<file path="config.mk">
export PLATFORM = sky130hd
export DESIGN_NAME = tmr_core
export DESIGN_NICKNAME = d
export VERILOG_FILES = /design/src/rtl/tmr_pkg.sv /design/src/rtl/byte_latch.sv /design/src/rtl/tmr_core.sv
export SDC_FILE = /design/constraint.sdc
export NUM_CORES = 1
export LEC_CHECK = 0
export BUFFER_PORTS_ARGS = -buffer_cell sky130_fd_sc_hd__buf_2
export CORE_ASPECT_RATIO = 1.1
export CORE_UTILIZATION = 60
export CTS_CLUSTER_SIZE = 12
export DETAILED_ROUTE_END_ITERATION = 16
export GPL_ROUTABILITY_DRIVEN = 0
export PLACE_DENSITY = 0.79
export SYNTH_ARGS = -nofsm -noshare
export SYNTH_HDL_FRONTEND = slang
export SYNTH_SLANG_ARGS = --single-unit
export TNS_END_PERCENT = 50
</file>
<file path="constraint.sdc">
create_clock -name i_clock -period 3.4 [get_ports i_clock]
set_input_delay 1.02 -clock i_clock [delete_from_list [all_inputs] [get_ports i_clock]]
set_output_delay 1.02 -clock i_clock [all_outputs]
set_load 0.01 [all_outputs]
</file>
<file path="src/rtl/tmr_pkg.sv">
// Shared constants for the timer module common core
package tmr_pkg;
    // Register offsets on the plain register port
    localparam logic [3:0] OFF_CTRL0 = 4'h0;
    localparam logic [3:0] OFF_CTRL1 = 4'h1;
    localparam logic [3:0] OFF_PFS0 = 4'h2;
    localparam logic [3:0] OFF_PFS1 = 4'h3;
    localparam logic [3:0] OFF_CNT_L = 4'h4;
    localparam logic [3:0] OFF_CNT_H = 4'h5;
    localparam logic [3:0] OFF_CMPA_L = 4'h6;
    localparam logic [3:0] OFF_CMPA_H = 4'h7;
    localparam logic [3:0] OFF_CMPB_L = 4'h8;
    localparam logic [3:0] OFF_CMPB_H = 4'h9;
    localparam logic [3:0] OFF_CMPP_L = 4'hA;
    localparam logic [3:0] OFF_CMPP_H = 4'hB;
    localparam logic [3:0] OFF_STATUS = 4'hC;
    localparam logic [3:0] OFF_MASK = 4'hD;
    // Control 0 fields: run, edge select, clock source
    localparam int CTRL0_RUN = 7;
    localparam int CTRL0_EDGE = 3;
    localparam int CTRL0_SRC_LO = 0;
    // Control 1 fields: clear source, output action, output enable
    localparam int CTRL1_CLR_LO = 5;
    localparam int CTRL1_ACT_LO = 2;
    localparam int CTRL1_OEN = 0;
    // Reset values
    localparam logic [7:0] CTRL0_RST = 8'h00;
    localparam logic [7:0] CTRL1_RST = 8'h00;
    localparam logic [7:0] PFS0_RST = 8'h91;
    localparam logic [7:0] PFS1_RST = 8'h11;
    // Prescaler ratios for the internal sources; the core divides the high clock by 64, not HIGH_DIV
    localparam int SYS_DIV = 4;
    localparam int HIGH_DIV = 16;
    // Status bit positions
    localparam int ST_A = 0;
    localparam int ST_B = 1;
    localparam int ST_P = 2;
    // Clock source codes
    localparam logic [2:0] SRC_SYS4 = 3'h0;
    localparam logic [2:0] SRC_SYS = 3'h1;
    localparam logic [2:0] SRC_HIGH = 3'h2;
    localparam logic [2:0] SRC_HIGH64 = 3'h3;
    localparam logic [2:0] SRC_TBC = 3'h4;
    localparam logic [2:0] SRC_RSVD = 3'h5;
    localparam logic [2:0] SRC_EXT_R = 3'h6;
    localparam logic [2:0] SRC_EXT_R2 = 3'h7;
    // Output actions on a match
    typedef enum logic [1:0] {
        ACT_HOLD, ACT_LOW, ACT_HIGH, ACT_TOGGLE
    } out_act_t;
endpackage

</file>
<file path="src/rtl/byte_latch.sv">
// Split register with a low-byte staging buffer for an 8-bit bus
`timescale 1ns/1ps
module byte_latch #(
    parameter int W = 16
) (
    input wire logic i_clock, // System clock
    input wire logic i_resetn, // Synchronous reset, low
    input wire logic i_wr_lo, // Write to low byte
    input wire logic i_wr_hi, // Write to high byte
    input wire logic i_rd_hi, // Read of high byte
    input wire logic [7:0] i_wdata, // Write data
    input wire logic [W-1:0] i_live, // Live value to snapshot
    output logic [W-1:0] o_value, // Committed value
    output logic o_commit, // One-cycle pulse on commit
    output logic [7:0] o_buf // Staging buffer
);
    logic [7:0] buf_ff;
    logic [W-1:0] val_ff;
    logic com_ff;

    initial begin
        if (W < 9 || W > 16) $error("byte_latch width must be 9..16");
    end

    // Low byte parks in the buffer; high byte access moves it
    always_ff @(posedge i_clock) begin
        if (!i_resetn) begin
            buf_ff <= 8'h00;
            val_ff <= '0;
            com_ff <= 1'b0;
        end else begin
            com_ff <= i_wr_hi;
            if (i_wr_lo)
                buf_ff <= i_wdata;
            else if (i_rd_hi)
                buf_ff <= i_live[7:0];
            if (i_wr_hi)
                val_ff <= {i_wdata[W-9:0], buf_ff};
        end
    end

    assign o_value = val_ff;
    assign o_commit = com_ff;
    assign o_buf = buf_ff;
endmodule // byte_latch

</file>
<file path="src/rtl/tmr_core.sv">
// Timer module common core: counter, comparators, pins, registers
//
// Notes on behaviour
// - Free-running counter compared with programmed comparators on each counting step.
// - Match raises interrupt, may clear counter and change output pin.
// - Three-bit field picks system, high, time-base or external clock.
// - Reserved source code 101 gives the counter no clock.
// - External pin source counts its edges, as clock or events.
// - External pin reaches counter only when the source field picks it.
// - External pin active edge is rising or falling, selectable.
// - Compact and standard timers: comparators A and P interrupts.
// - Enhanced timer: comparators A, B and P, each own interrupt.
// - Match output mode drives enabled pin high, low or toggles.
// - PWM waveform appears on the same output pins.
// - Pin select bit one routes pin to timer, zero leaves it.
// - Low byte goes through buffer; moved on high-byte access.
`timescale 1ns/1ps
module tmr_core
    import tmr_pkg::*;
#(
    parameter int CW = 10, // Counter width, 10 or 16
    parameter bit ENHANCED = 1'b1 // Comparator B present
) (
    input wire logic i_clock, // 50 MHz system clock
    input wire logic i_resetn, // Synchronous reset, low
    input wire logic [3:0] i_addr, // Register address
    input wire logic [7:0] i_wdata, // Write data
    input wire logic i_wr, // Write strobe
    input wire logic i_rd, // Read strobe
    output logic [7:0] o_rdata, // Read data, cycle after read
    input wire logic i_timebase_clk, // Time-base clock, sampled
    input wire logic i_high_clk, // High clock, sampled
    input wire logic i_timer_ext_clk_pin, // External clock input
    input wire logic [7:0] i_other_func, // Other pin functions
    output logic [7:0] o_timer_out_pin, // Muxed output pins
    output logic o_ext_clk_routed, // External pin owned by timer
    output logic o_irq // Level interrupt
);
    logic [7:0] ctrl0_ff, ctrl1_ff, pfs0_ff, pfs1_ff;
    logic [2:0] status_ff, mask_ff;
    logic [CW-1:0] cnt_ff, nxt_cnt;
    logic [5:0] pre_ff, hpre_ff;
    logic ext_ff, tbc_ff, hck_ff;
    logic out_ff;
    logic [7:0] rdata_ff, pins_ff;
    logic irq_ff, route_ff;
    logic [CW-1:0] cmp_a, cmp_b, cmp_p;
    logic [7:0] buf_a, buf_b, buf_p;
    logic com_a, com_b, com_p;
    logic [7:0] cnt_buf_ff;

    initial begin
        if (CW != 10 && CW != 16) $error("tmr_core CW must be 10 or 16");
    end

    // Address decode
    wire wr_c0 = i_wr && i_addr == OFF_CTRL0;
    wire wr_c1 = i_wr && i_addr == OFF_CTRL1;
    wire wr_p0 = i_wr && i_addr == OFF_PFS0;
    wire wr_p1 = i_wr && i_addr == OFF_PFS1;
    wire wr_st = i_wr && i_addr == OFF_STATUS;
    wire wr_mk = i_wr && i_addr == OFF_MASK;
    wire rd_ch = i_rd && i_addr == OFF_CNT_H;

    // Comparator storage with low-byte buffers
    byte_latch #(.W(CW)) u_cmpa (
        .i_clock(i_clock), .i_resetn(i_resetn),
        .i_wr_lo(i_wr && i_addr == OFF_CMPA_L),
        .i_wr_hi(i_wr && i_addr == OFF_CMPA_H),
        .i_rd_hi(i_rd && i_addr == OFF_CMPA_H),
        .i_wdata(i_wdata), .i_live(cmp_a),
        .o_value(cmp_a), .o_commit(com_a), .o_buf(buf_a)
    );
    byte_latch #(.W(CW)) u_cmpb (
        .i_clock(i_clock), .i_resetn(i_resetn),
        .i_wr_lo(i_wr && i_addr == OFF_CMPB_L),
        .i_wr_hi(i_wr && i_addr == OFF_CMPB_H),
        .i_rd_hi(i_rd && i_addr == OFF_CMPB_H),
        .i_wdata(i_wdata), .i_live(cmp_b),
        .o_value(cmp_b), .o_commit(com_b), .o_buf(buf_b)
    );
    byte_latch #(.W(CW)) u_cmpp (
        .i_clock(i_clock), .i_resetn(i_resetn),
        .i_wr_lo(i_wr && i_addr == OFF_CMPP_L),
        .i_wr_hi(i_wr && i_addr == OFF_CMPP_H),
        .i_rd_hi(i_rd && i_addr == OFF_CMPP_H),
        .i_wdata(i_wdata), .i_live(cmp_p),
        .o_value(cmp_p), .o_commit(com_p), .o_buf(buf_p)
    );

    // Clock source selection; each source but the reserved code 101 yields a one-cycle tick
    wire [2:0] clk_src_sel = ctrl0_ff[CTRL0_SRC_LO +: 3];
    wire run = ctrl0_ff[CTRL0_RUN];
    wire ext_sel = clk_src_sel[2:1] == SRC_EXT_R[2:1];
    wire ext_rise = i_timer_ext_clk_pin && !ext_ff;
    wire ext_fall = !i_timer_ext_clk_pin && ext_ff;
    wire ext_tick = ctrl0_ff[CTRL0_EDGE] ? ext_fall : ext_rise;
    wire tbc_tick = i_timebase_clk && !tbc_ff;
    wire hck_tick = i_high_clk && !hck_ff;
    wire pre4 = pre_ff[1:0] == 2'h3;
    logic tick;
    always_comb begin
        case (clk_src_sel)
            SRC_SYS4: tick = pre4;
            SRC_SYS: tick = 1'b1;
            SRC_HIGH: tick = hck_tick;
            SRC_HIGH64: tick = hck_tick && hpre_ff == 6'h3F;
            SRC_TBC: tick = tbc_tick;
            SRC_RSVD: tick = 1'b0;
            SRC_EXT_R, SRC_EXT_R2: tick = ext_tick;
            default: tick = 1'b0;
        endcase
    end
    wire step = run && tick;

    // Compare matches, only judged on a counting step
    wire m_a = step && cnt_ff == cmp_a;
    wire m_b = step && ENHANCED && cnt_ff == cmp_b;
    wire m_p = step && cnt_ff == cmp_p;
    wire [1:0] clr_sel = ctrl1_ff[CTRL1_CLR_LO +: 2];
    wire do_clr = (clr_sel == 2'h1 && m_a) || (clr_sel == 2'h2 && m_p)
        || (clr_sel == 2'h3 && m_b);
    wire [2:0] events = {m_p, m_b, m_a};

    // Counter next value: wraps naturally, clears on chosen match
    always_comb begin
        nxt_cnt = cnt_ff;
        if (!run)
            nxt_cnt = '0;
        else if (do_clr)
            nxt_cnt = '0;
        else if (step)
            nxt_cnt = cnt_ff + 1'b1;
    end

    // Output level: comparator A acts, comparator P restores in PWM
    out_act_t act;
    assign act = out_act_t'(ctrl1_ff[CTRL1_ACT_LO +: 2]);
    logic nxt_out;
    always_comb begin
        nxt_out = out_ff;
        if (m_a) begin
            case (act)
                ACT_LOW: nxt_out = 1'b0;
                ACT_HIGH: nxt_out = 1'b1;
                ACT_TOGGLE: nxt_out = !out_ff;
                default: nxt_out = out_ff;
            endcase
        end else if (m_p && act == ACT_HIGH) begin
            nxt_out = 1'b0;
        end
    end

    // Pin routing: select bit picks timer level or other function
    wire tout = out_ff && ctrl1_ff[CTRL1_OEN];
    wire [7:0] nxt_pins = (pfs0_ff & {8{tout}})
        | (~pfs0_ff & i_other_func);

    // Read mux; counter high read snapshots low byte
    logic [7:0] rmux;
    always_comb begin
        case (i_addr)
            OFF_CTRL0: rmux = ctrl0_ff;
            OFF_CTRL1: rmux = ctrl1_ff;
            OFF_PFS0: rmux = pfs0_ff;
            OFF_PFS1: rmux = pfs1_ff;
            OFF_CNT_L: rmux = cnt_buf_ff;
            OFF_CNT_H: rmux = 8'(cnt_ff >> 8);
            OFF_CMPA_L: rmux = buf_a;
            OFF_CMPA_H: rmux = 8'(cmp_a >> 8);
            OFF_CMPB_L: rmux = buf_b;
            OFF_CMPB_H: rmux = 8'(cmp_b >> 8);
            OFF_CMPP_L: rmux = buf_p;
            OFF_CMPP_H: rmux = 8'(cmp_p >> 8);
            OFF_STATUS: rmux = {5'h00, status_ff};
            OFF_MASK: rmux = {5'h00, mask_ff};
            default: rmux = 8'h00;
        endcase
    end

    // Status: hardware set wins over write-one clear
    wire [2:0] clr_w = wr_st ? i_wdata[2:0] : 3'h0;
    wire [2:0] nxt_status = (status_ff & ~clr_w) | events;

    // Edge samples and prescalers; the high ratio counts high-clock
    // edges, since the free system prescaler may never line up with them
    always_ff @(posedge i_clock) begin
        if (!i_resetn) begin
            ext_ff <= 1'b0;
            tbc_ff <= 1'b0;
            hck_ff <= 1'b0;
            pre_ff <= 6'h00;
            hpre_ff <= 6'h00;
        end else begin
            ext_ff <= i_timer_ext_clk_pin;
            tbc_ff <= i_timebase_clk;
            hck_ff <= i_high_clk;
            pre_ff <= pre_ff + 6'h01;
            if (hck_tick) hpre_ff <= hpre_ff + 6'h01;
        end
    end

    // Configuration registers
    always_ff @(posedge i_clock) begin
        if (!i_resetn) begin
            ctrl0_ff <= CTRL0_RST;
            ctrl1_ff <= CTRL1_RST;
            pfs0_ff <= PFS0_RST;
            pfs1_ff <= PFS1_RST;
            mask_ff <= 3'h0;
        end else begin
            if (wr_c0) ctrl0_ff <= i_wdata;
            if (wr_c1) ctrl1_ff <= i_wdata;
            if (wr_p0) pfs0_ff <= i_wdata;
            if (wr_p1) pfs1_ff <= i_wdata;
            if (wr_mk) mask_ff <= i_wdata[2:0];
        end
    end

    // Counter, output, status and port registers
    always_ff @(posedge i_clock) begin
        if (!i_resetn) begin
            cnt_ff <= '0;
            cnt_buf_ff <= 8'h00;
            out_ff <= 1'b0;
            status_ff <= 3'h0;
            rdata_ff <= 8'h00;
            pins_ff <= 8'h00;
            irq_ff <= 1'b0;
            route_ff <= 1'b0;
        end else begin
            cnt_ff <= nxt_cnt;
            if (rd_ch) cnt_buf_ff <= cnt_ff[7:0];
            out_ff <= nxt_out;
            status_ff <= nxt_status;
            rdata_ff <= i_rd ? rmux : 8'h00;
            pins_ff <= nxt_pins;
            irq_ff <= |(nxt_status & mask_ff);
            route_ff <= ext_sel;
        end
    end

    assign o_rdata = rdata_ff;
    assign o_timer_out_pin = pins_ff;
    assign o_ext_clk_routed = route_ff;
    assign o_irq = irq_ff;

    // Matches set the status bit on the next edge
    a_match_sets_status: assert property (
        @(posedge i_clock) disable iff (!i_resetn)
        m_a |=> status_ff[ST_A])
        else $error("match A did not set status");
    a_p_sets_status: assert property (
        @(posedge i_clock) disable iff (!i_resetn)
        m_p |=> status_ff[ST_P])
        else $error("match P did not set status");
    a_b_sets_status: assert property (
        @(posedge i_clock) disable iff (!i_resetn)
        m_b |=> status_ff[ST_B])
        else $error("match B did not set status");
    a_clear_on_match: assert property (
        @(posedge i_clock) disable iff (!i_resetn)
        do_clr |=> cnt_ff == '0)
        else $error("counter not cleared on match");
    a_count_step: assert property (
        @(posedge i_clock) disable iff (!i_resetn)
        (step && !do_clr && !wr_c0) |=> cnt_ff == $past(cnt_ff) + 1'b1)
        else $error("counter did not step");
    a_reserved_idle: assert property (
        @(posedge i_clock) disable iff (!i_resetn)
        (clk_src_sel == SRC_RSVD && run && !wr_c0) |=> $stable(cnt_ff))
        else $error("counter moved with reserved source");
    a_ext_gated: assert property (
        @(posedge i_clock) disable iff (!i_resetn)
        1'b1 |=> o_ext_clk_routed == $past(ext_sel))
        else $error("external pin routing flag wrong");
    a_toggle_out: assert property (
        @(posedge i_clock) disable iff (!i_resetn)
        (m_a && act == ACT_TOGGLE) |=> out_ff != $past(out_ff))
        else $error("output did not toggle");
    a_pin_route: assert property (
        @(posedge i_clock) disable iff (!i_resetn)
        !pfs0_ff[0] |=> pins_ff[0] == $past(i_other_func[0]))
        else $error("unselected pin not left to other function");
    a_irq_level: assert property (
        @(posedge i_clock) disable iff (!i_resetn)
        ##1 o_irq == |($past(nxt_status) & $past(mask_ff)))
        else $error("interrupt level mismatch");

    // Stopped timer holds its counter at zero
    a_stop_clears: assert property (
        @(posedge i_clock) disable iff (!i_resetn)
        !run |=> cnt_ff == '0)
        else $error("stopped counter not at zero");
    a_hi_snapshot: assert property (
        @(posedge i_clock) disable iff (!i_resetn)
        rd_ch |=> cnt_buf_ff == $past(cnt_ff[7:0]))
        else $error("counter low byte not snapshotted");
    a_high_action: assert property (
        @(posedge i_clock) disable iff (!i_resetn)
        (m_a && act == ACT_HIGH) |=> out_ff)
        else $error("output not driven high on match");
    a_pwm_restore: assert property (
        @(posedge i_clock) disable iff (!i_resetn)
        (m_p && !m_a && act == ACT_HIGH) |=> !out_ff)
        else $error("output not restored on period match");
endmodule // tmr_core

</file>
==> flow_summary.json, run 1 <==
{
  "syn_inst": 715,
  "synthXorXnorAreaFrac_pct": 5.69,
  "cts_made_buffers": 17,
  "synth.distinct_cells": 57,
  "post_cts_resize_count": 0,
  "vias": 5667,
  "drive_gt1_share_pct": 15.4,
  "synth_top_family_by_area": "simple AND/OR/NAND/NOR gates",
  "synth.top_cell.area_share_pct": 42.3,
  "cts-root-to-sink-buffers": 2,
  "grt_pass1_wl_mm": 29.2,
  "min_period_ps": 2720,
  "yosys_most_used_dff": "dfxtp_1",
  "num_rows": 39,
  "syn_area_mm2": 0.00662,
  "place_worst_setup_slack_ps": 348,
  "syn_nets": 745,
  "hold_viol_final": 0,
  "worst_slew_pin_slew_ps": 692,
  "p_leak_nw": 3.09,
  "final.setup.tns_ps": 0,
  "final_common_cell": "dfxtp_1",
  "cts_setup_buffers": 0,
  "overflow": 0,
  "drt_wl_total_mm": 18.8,
  "yosysWarningCount": 0,
  "period_share_pct": 80.0,
  "cp_max_fo": 25,
  "critPathCaptureType": "flop",
  "drtIter0Drc": 687,
  "drtAntennaViolNets": 0,
  "synth.area.mux_share_pct": 15.9,
  "grt_use_total_pct": 34.4,
  "final_cells": 896,
  "cts_tree": "done",
  "synth_edf_count": 0,
  "yosys.area.top_type": "dfxtp_1",
  "worst_clock_skew_ps": 11.9,
  "seq_area_frac_synth_pct": 42.3,
  "place_inst": 863,
  "io_buffers": 44,
  "worstPathRequired_ps": 3720,
  "dr.pass1.iters": 6,
  "drc": 0,
  "nets": 769,
  "clock_latency_ps": 430,
  "synth_compound_area_share_pct": 12.3,
  "coreArea_mm2": 0.0105,
  "rr_worst_depth": 5,
  "yosys.area_share.simple_pct": 19.2,
  "setup_viol": 0,
  "dpl.hpwl_mm": 12.8,
  "drv_slew": 0,
  "vias_per_cell": 6.32,
  "critical_path_arrival_ps": 3040,
  "drv_cap": 0,
  "path_class": "in2reg",
  "synth_async_sr_flop_share_pct": 0,
  "cts_htree_levels": 4,
  "ios": 45,
  "ctsHoldBuffers": 0,
  "syn2layout_area_growth_pct": 14.0,
  "cp-start-kind": "input port",
  "max_freq_mhz": 368,
  "postSynthAreaPerCell_um2": 9.26,
  "die_area_mm2": 0.0115,
  "min_path_cells": 1,
  "grt_pass1_vias": 5365,
  "timing.slew.headroom_pct": 53.7,
  "grt_max_degree": 36,
  "initial_core_util_pct": 62.8,
  "ys_ff_latch": 140,
  "cts.sinks": 140,
  "rsz0062_at_grt": "no",
  "synthTopCellsByArea": "dfxtp_1, mux2i_1, nor2_1",
  "final_cell_mix": "dfxtp_1, nor2_1, mux2i_1",
  "max-vdd-ir-drop_mv": 0.411,
  "status": "finished clean",
  "wl_per_cell_um": 21.0,
  "die_height_um": 112,
  "cts_root_buffer": "clkbuf_16",
  "cts.clk_slew.worst_paths_ps": 60,
  "die_w_um": 102,
  "antenna_found_initial": 1,
  "hold_class": "reg2reg",
  "synth_fa_ha_area_share_pct": 0.567,
  "worst_slack_ps": 679,
  "power.density_mw_per_mm2": 518
}
-- critical path, stage by stage --
cell and delay, ps:
buf_2 390, nor2b_1 540, nand3_1 540, mux2i_1 250
a211oi_1 290
-- logic make-up (layout without fill, tap and decap cells) --
logic type,Yosys count,in the layout
AO/OA/AOI/OAI,108,108
multiplexers,101,101
adder cells (fa/ha/maj),3,3
XOR/XNOR,43,43
AND/OR/NAND/NOR,256,256
flip-flops,140,140
other,0,1
buffers and inverters,64,101
-- state kept, by name, summed over array words and instances (netlist names), 10 cells and up --
register	count
cnt_ff	10
u_cmpa.o_value	10
u_cmpb.o_value	10
u_cmpp.o_value	10
-- final cells by class --
class	count	area [um^2]
diodes	1	2.50
clock buffers	19	443
clock inverters	13	196
fillers	809	2990
inverters	11	42.5
multi-input cells	511	3560
flip-flops and latches	140	2800
well taps	143	179
repair buffers	58	325
-- worst paths after layout --
check	end	from	slack [ps]
setup reg to reg	cnt_ff[5]	cnt_ff[6]	1130
hold reg to reg	pre_ff[0]	pre_ff[0]	420
hold / removal	pre_ff[0]	pre_ff[0]	420
setup / recovery	u_cmpb.o_buf[4]	i_addr[3]	680
-- cell usage after synthesis (all sizes together) (5+ instances only) --
cell type / instances
dfxtp: 140
nor2: 112
mux2i: 94
nand2: 35
clkbuf: 33
a21oi: 31
nand3: 24
xor2: 23
a22oi: 21
buf: 20
xnor2: 20
nor3: 17
nor2b: 16
and3: 13
a211oi: 12
inv: 11
nand4: 8
and2: 7
a31oi: 6
nand2b: 6
o21ai: 6
a2111oi: 5
nor4: 5
-- per-layer routing --
layer  GRT usage [%]  vias up  wire, um
met5               0        -         0
met4            18.8        0       983
met3            8.66       79      1740
met2            52.8      307      8570
met1            44.1     2714      7500
li1                -     2567         -
-- power by group --
part | total (mW) | leakage (nW) | switching, mW | internal (mW)
clock network | 2.01 | 0.316 | 0.696 | 1.31
logic | 0.219 | 1.64 | 0.145 | 0.0738
registers | 1.68 | 1.13 | 0.0191 | 1.66
-- metrics by stage --
step                      hold WS [ps]  power [mW]  cell area [um^2]  utilization [%]
after detailed placement           413        1.93              6910             65.5
final                              417        3.91              7550             71.6
after global routing               459        4.01              7550             71.6
after floorplan                    399        1.85              6620                -
after global placement             409        1.92              6910             65.5
after CTS                          421        3.92              7550             71.6
No activity file was read; power rests on OpenSTA's default activity.
==> inputs of run 2 (changes only) <==
ABC_AREA = 1   (was default)
CORE_UTILIZATION = 54   (was 60)
PLACE_DENSITY = 0.75   (was 0.79)
clock period = 2.48 ns   (was 3.4 ns; I/O delays follow)
==> run 2 against run 1 <==
Effect of this change:
- register-to-register slack worse by 670 ps
- final area fell by 2.5%
- synthesized cell count grew 23%
- count of clock-buffer cells in the layout is the same
- largest power group unchanged
- final cell count increased by 21%
- clock skew down 4.3 ps
- sequential power up 39%
- worst setup slack lost 220 ps
- via count rose by 11%
- highest routed layer unchanged
- die area rose by 7.0%
- first-iteration DRC count is 13% lower
- sequential share of layout area up 0.93 points
- critical path type is now reg2reg
==> flow_summary.json, run 2 <==
{
  "hold_class": "reg2reg",
  "yosysWarningCount": 0,
  "dr.pass1.iters": 7,
  "grt_pass1_wl_mm": 30.4,
  "antennaDiodeCount": 0,
  "coreArea_mm2": 0.0115,
  "place_inst": 1055,
  "yosys.area.top_type": "dfxtp_1",
  "crit_slowest_cell": "dfxtp_1",
  "cp_max_fo": 10,
  "clock_latency_ps": 430,
  "cts.sinks": 140,
  "critPathCaptureType": "flop",
  "final_cells": 1085,
  "cts-root-to-sink-buffers": 2,
  "syn_inst": 878,
  "post_cts_resize_count": 0,
  "power_mw": 5.24,
  "worst_path_largest_cell_delay_ps": 600,
  "seqCellArea_mm2": 0.00280,
  "cts_htree_levels": 4,
  "ctsHoldBuffers": 0,
  "drc": 0,
  "postSynthAreaPerCell_um2": 7.27,
  "synth.distinct_cells": 39,
  "synth_most_common_cell": "nand2_1",
  "wl_per_cell_um": 18.1,
  "final_cell_mix": "nand2_1, dfxtp_1, inv_1",
  "crit_chain": "inv_1, nand2_1, nand2_1, nor2_1, nand3_1, nor2_1, nand3_1, nand4_2, nor2_1",
  "path_class": "reg2reg",
  "grt_use_total_pct": 33.2,
  "drt_wl_total_mm": 19.6,
  "drtIter0Drc": 597,
  "synth.top_cell.area_share_pct": 43.9,
  "route.met2.wl_mm": 8.71,
  "vias_per_cell": 5.82,
  "drv_slew": 0,
  "hold_viol_final": 0,
  "die_area_mm2": 0.0123,
  "die_w_um": 106,
  "worst-path-buf-inv": 1,
  "dr_wl_met3_mm": 1.97,
  "cts_root_buffer": "clkbuf_16",
  "p_leak_nw": 2.93,
  "die_height_um": 116,
  "worst_clock_skew_ps": 7.60,
  "worst_slew_pin_slew_ps": 517,
  "synthTopCellsByCount": "nand2_1, dfxtp_1, inv_1",
  "syn_nets": 908,
  "io_buffers": 44,
  "initial_core_util_pct": 55.6,
  "num_rows": 41,
  "critical_path_arrival_ps": 2330,
  "cts_setup_buffers": 0,
  "syn2layout_area_growth_pct": 15.3,
  "grt_max_degree": 47,
  "vias": 6312,
  "placed_area_mm2": 0.00677,
  "yosys_most_used_dff": "dfxtp_1",
  "cts_tree": "done",
  "ys_ff_latch": 140,
  "crit_family": "simple AND/OR/NAND/NOR gates",
  "status": "finished clean",
  "place_worst_setup_slack_ps": 207,
  "rsz0062_at_grt": "no",
  "cts_made_buffers": 17,
  "power.density_mw_per_mm2": 712,
  "cts.clk_slew.worst_paths_ps": 60,
  "synth_edf_count": 0,
  "drv_cap": 0,
  "final_common_cell": "nand2_1",
  "min_period_ps": 2020,
  "ios": 45,
  "nets": 954,
  "timing.slew.headroom_pct": 65.5,
  "synthTopCellsByArea": "dfxtp_1, nand2_1, a21oi_1",
  "fill_cells": 1089,
  "grt_pass1_vias": 5603,
  "antenna_found_initial": 0,
  "multiInputGateArea_mm2": 0.00293,
  "max_freq_mhz": 495,
  "cp-start-kind": "flop",
  "wirelength_met1_mm": 7.90,
  "drtAntennaViolNets": 0,
  "synth_async_sr_flop_share_pct": 0,
  "overflow": 0,
  "setup_viol": 0,
  "period_share_pct": 81.4,
  "worstPathRequired_ps": 2790,
  "drive_gt1_share_pct": 14.4,
  "path_common_cell": "nor2_1",
  "worst_slack_ps": 462,
  "final.setup.tns_ps": 0,
  "fin_area_mm2": 0.00736,
  "max-vdd-ir-drop_mv": 0.509,
  "dpl.hpwl_mm": 14.1,
  "syn_area_mm2": 0.00639,
  "seq_area_frac_synth_pct": 43.9,
  "top_layer": "met4"
}
[run 2: cell types whose count changed after synthesis, sizes merged, moves of 16 or more]
cell   before  now
a22oi      21    0
o21ai       6  100
nor2b      16    0
nand2      35  166
nor2      112   75
mux2i      94    0
a21oi      31  109
o22ai       1   21
inv        11  133
[run 2: area by class of cell]
class	instances	share of cell area, %
clock buffers	19	6.15
multi-input cells	573	39.8
flip-flops and latches	140	38.1
well taps	150	2.55
inverters	133	6.81
clock inverters	11	1.97
repair buffers	59	4.69
[run 2: final timing paths]
kind / from / endpoint / slack, ps / cells past startpoint
worst max-delay path: cnt_ff[5] / cnt_ff[9] / 460 / 9
worst min-delay path: pre_ff[0] / pre_ff[0] / 440 / 1
worst max register to register: cnt_ff[5] / cnt_ff[9] / 460 / 9
worst min register to register: pre_ff[0] / pre_ff[0] / 440 / 1
[run 2: cell families after synthesis]
family | after synthesis | share of synthesized area [%]
adder cells (fa/ha/maj) | 3 | 0.588
AO/OA/AOI/OAI | 264 | 23.3
XOR/XNOR | 16 | 2.19
buffers and inverters | 165 | 10.2
AND/OR/NAND/NOR | 290 | 19.8
flip-flops | 140 | 43.9
[run 2: power breakdown]
part | internal, mW | switching (mW)
combinational | 0.0967 | 0.231
sequential | 2.30 | 0.0294
clock | 1.62 | 0.972
[run 2: stage by stage]
| step | util [%] | hold WS [ps] |
|---|---|---|
| after floorplan | - | 399 |
| after global placement | 58.9 | 413 |
| after detailed placement | 58.9 | 428 |
| after CTS | 64.1 | 438 |
| after global routing | 64.1 | 447 |
| final | 64.1 | 445 |
[run 2: routing by layer]
metal | global-route usage (%) | up-vias
met4 | 20.2 | 0
li1 | - | 2990
met3 | 7.87 | 79
met1 | 42.0 | 2910
met2 | 51.8 | 333
met5 | 0 | -
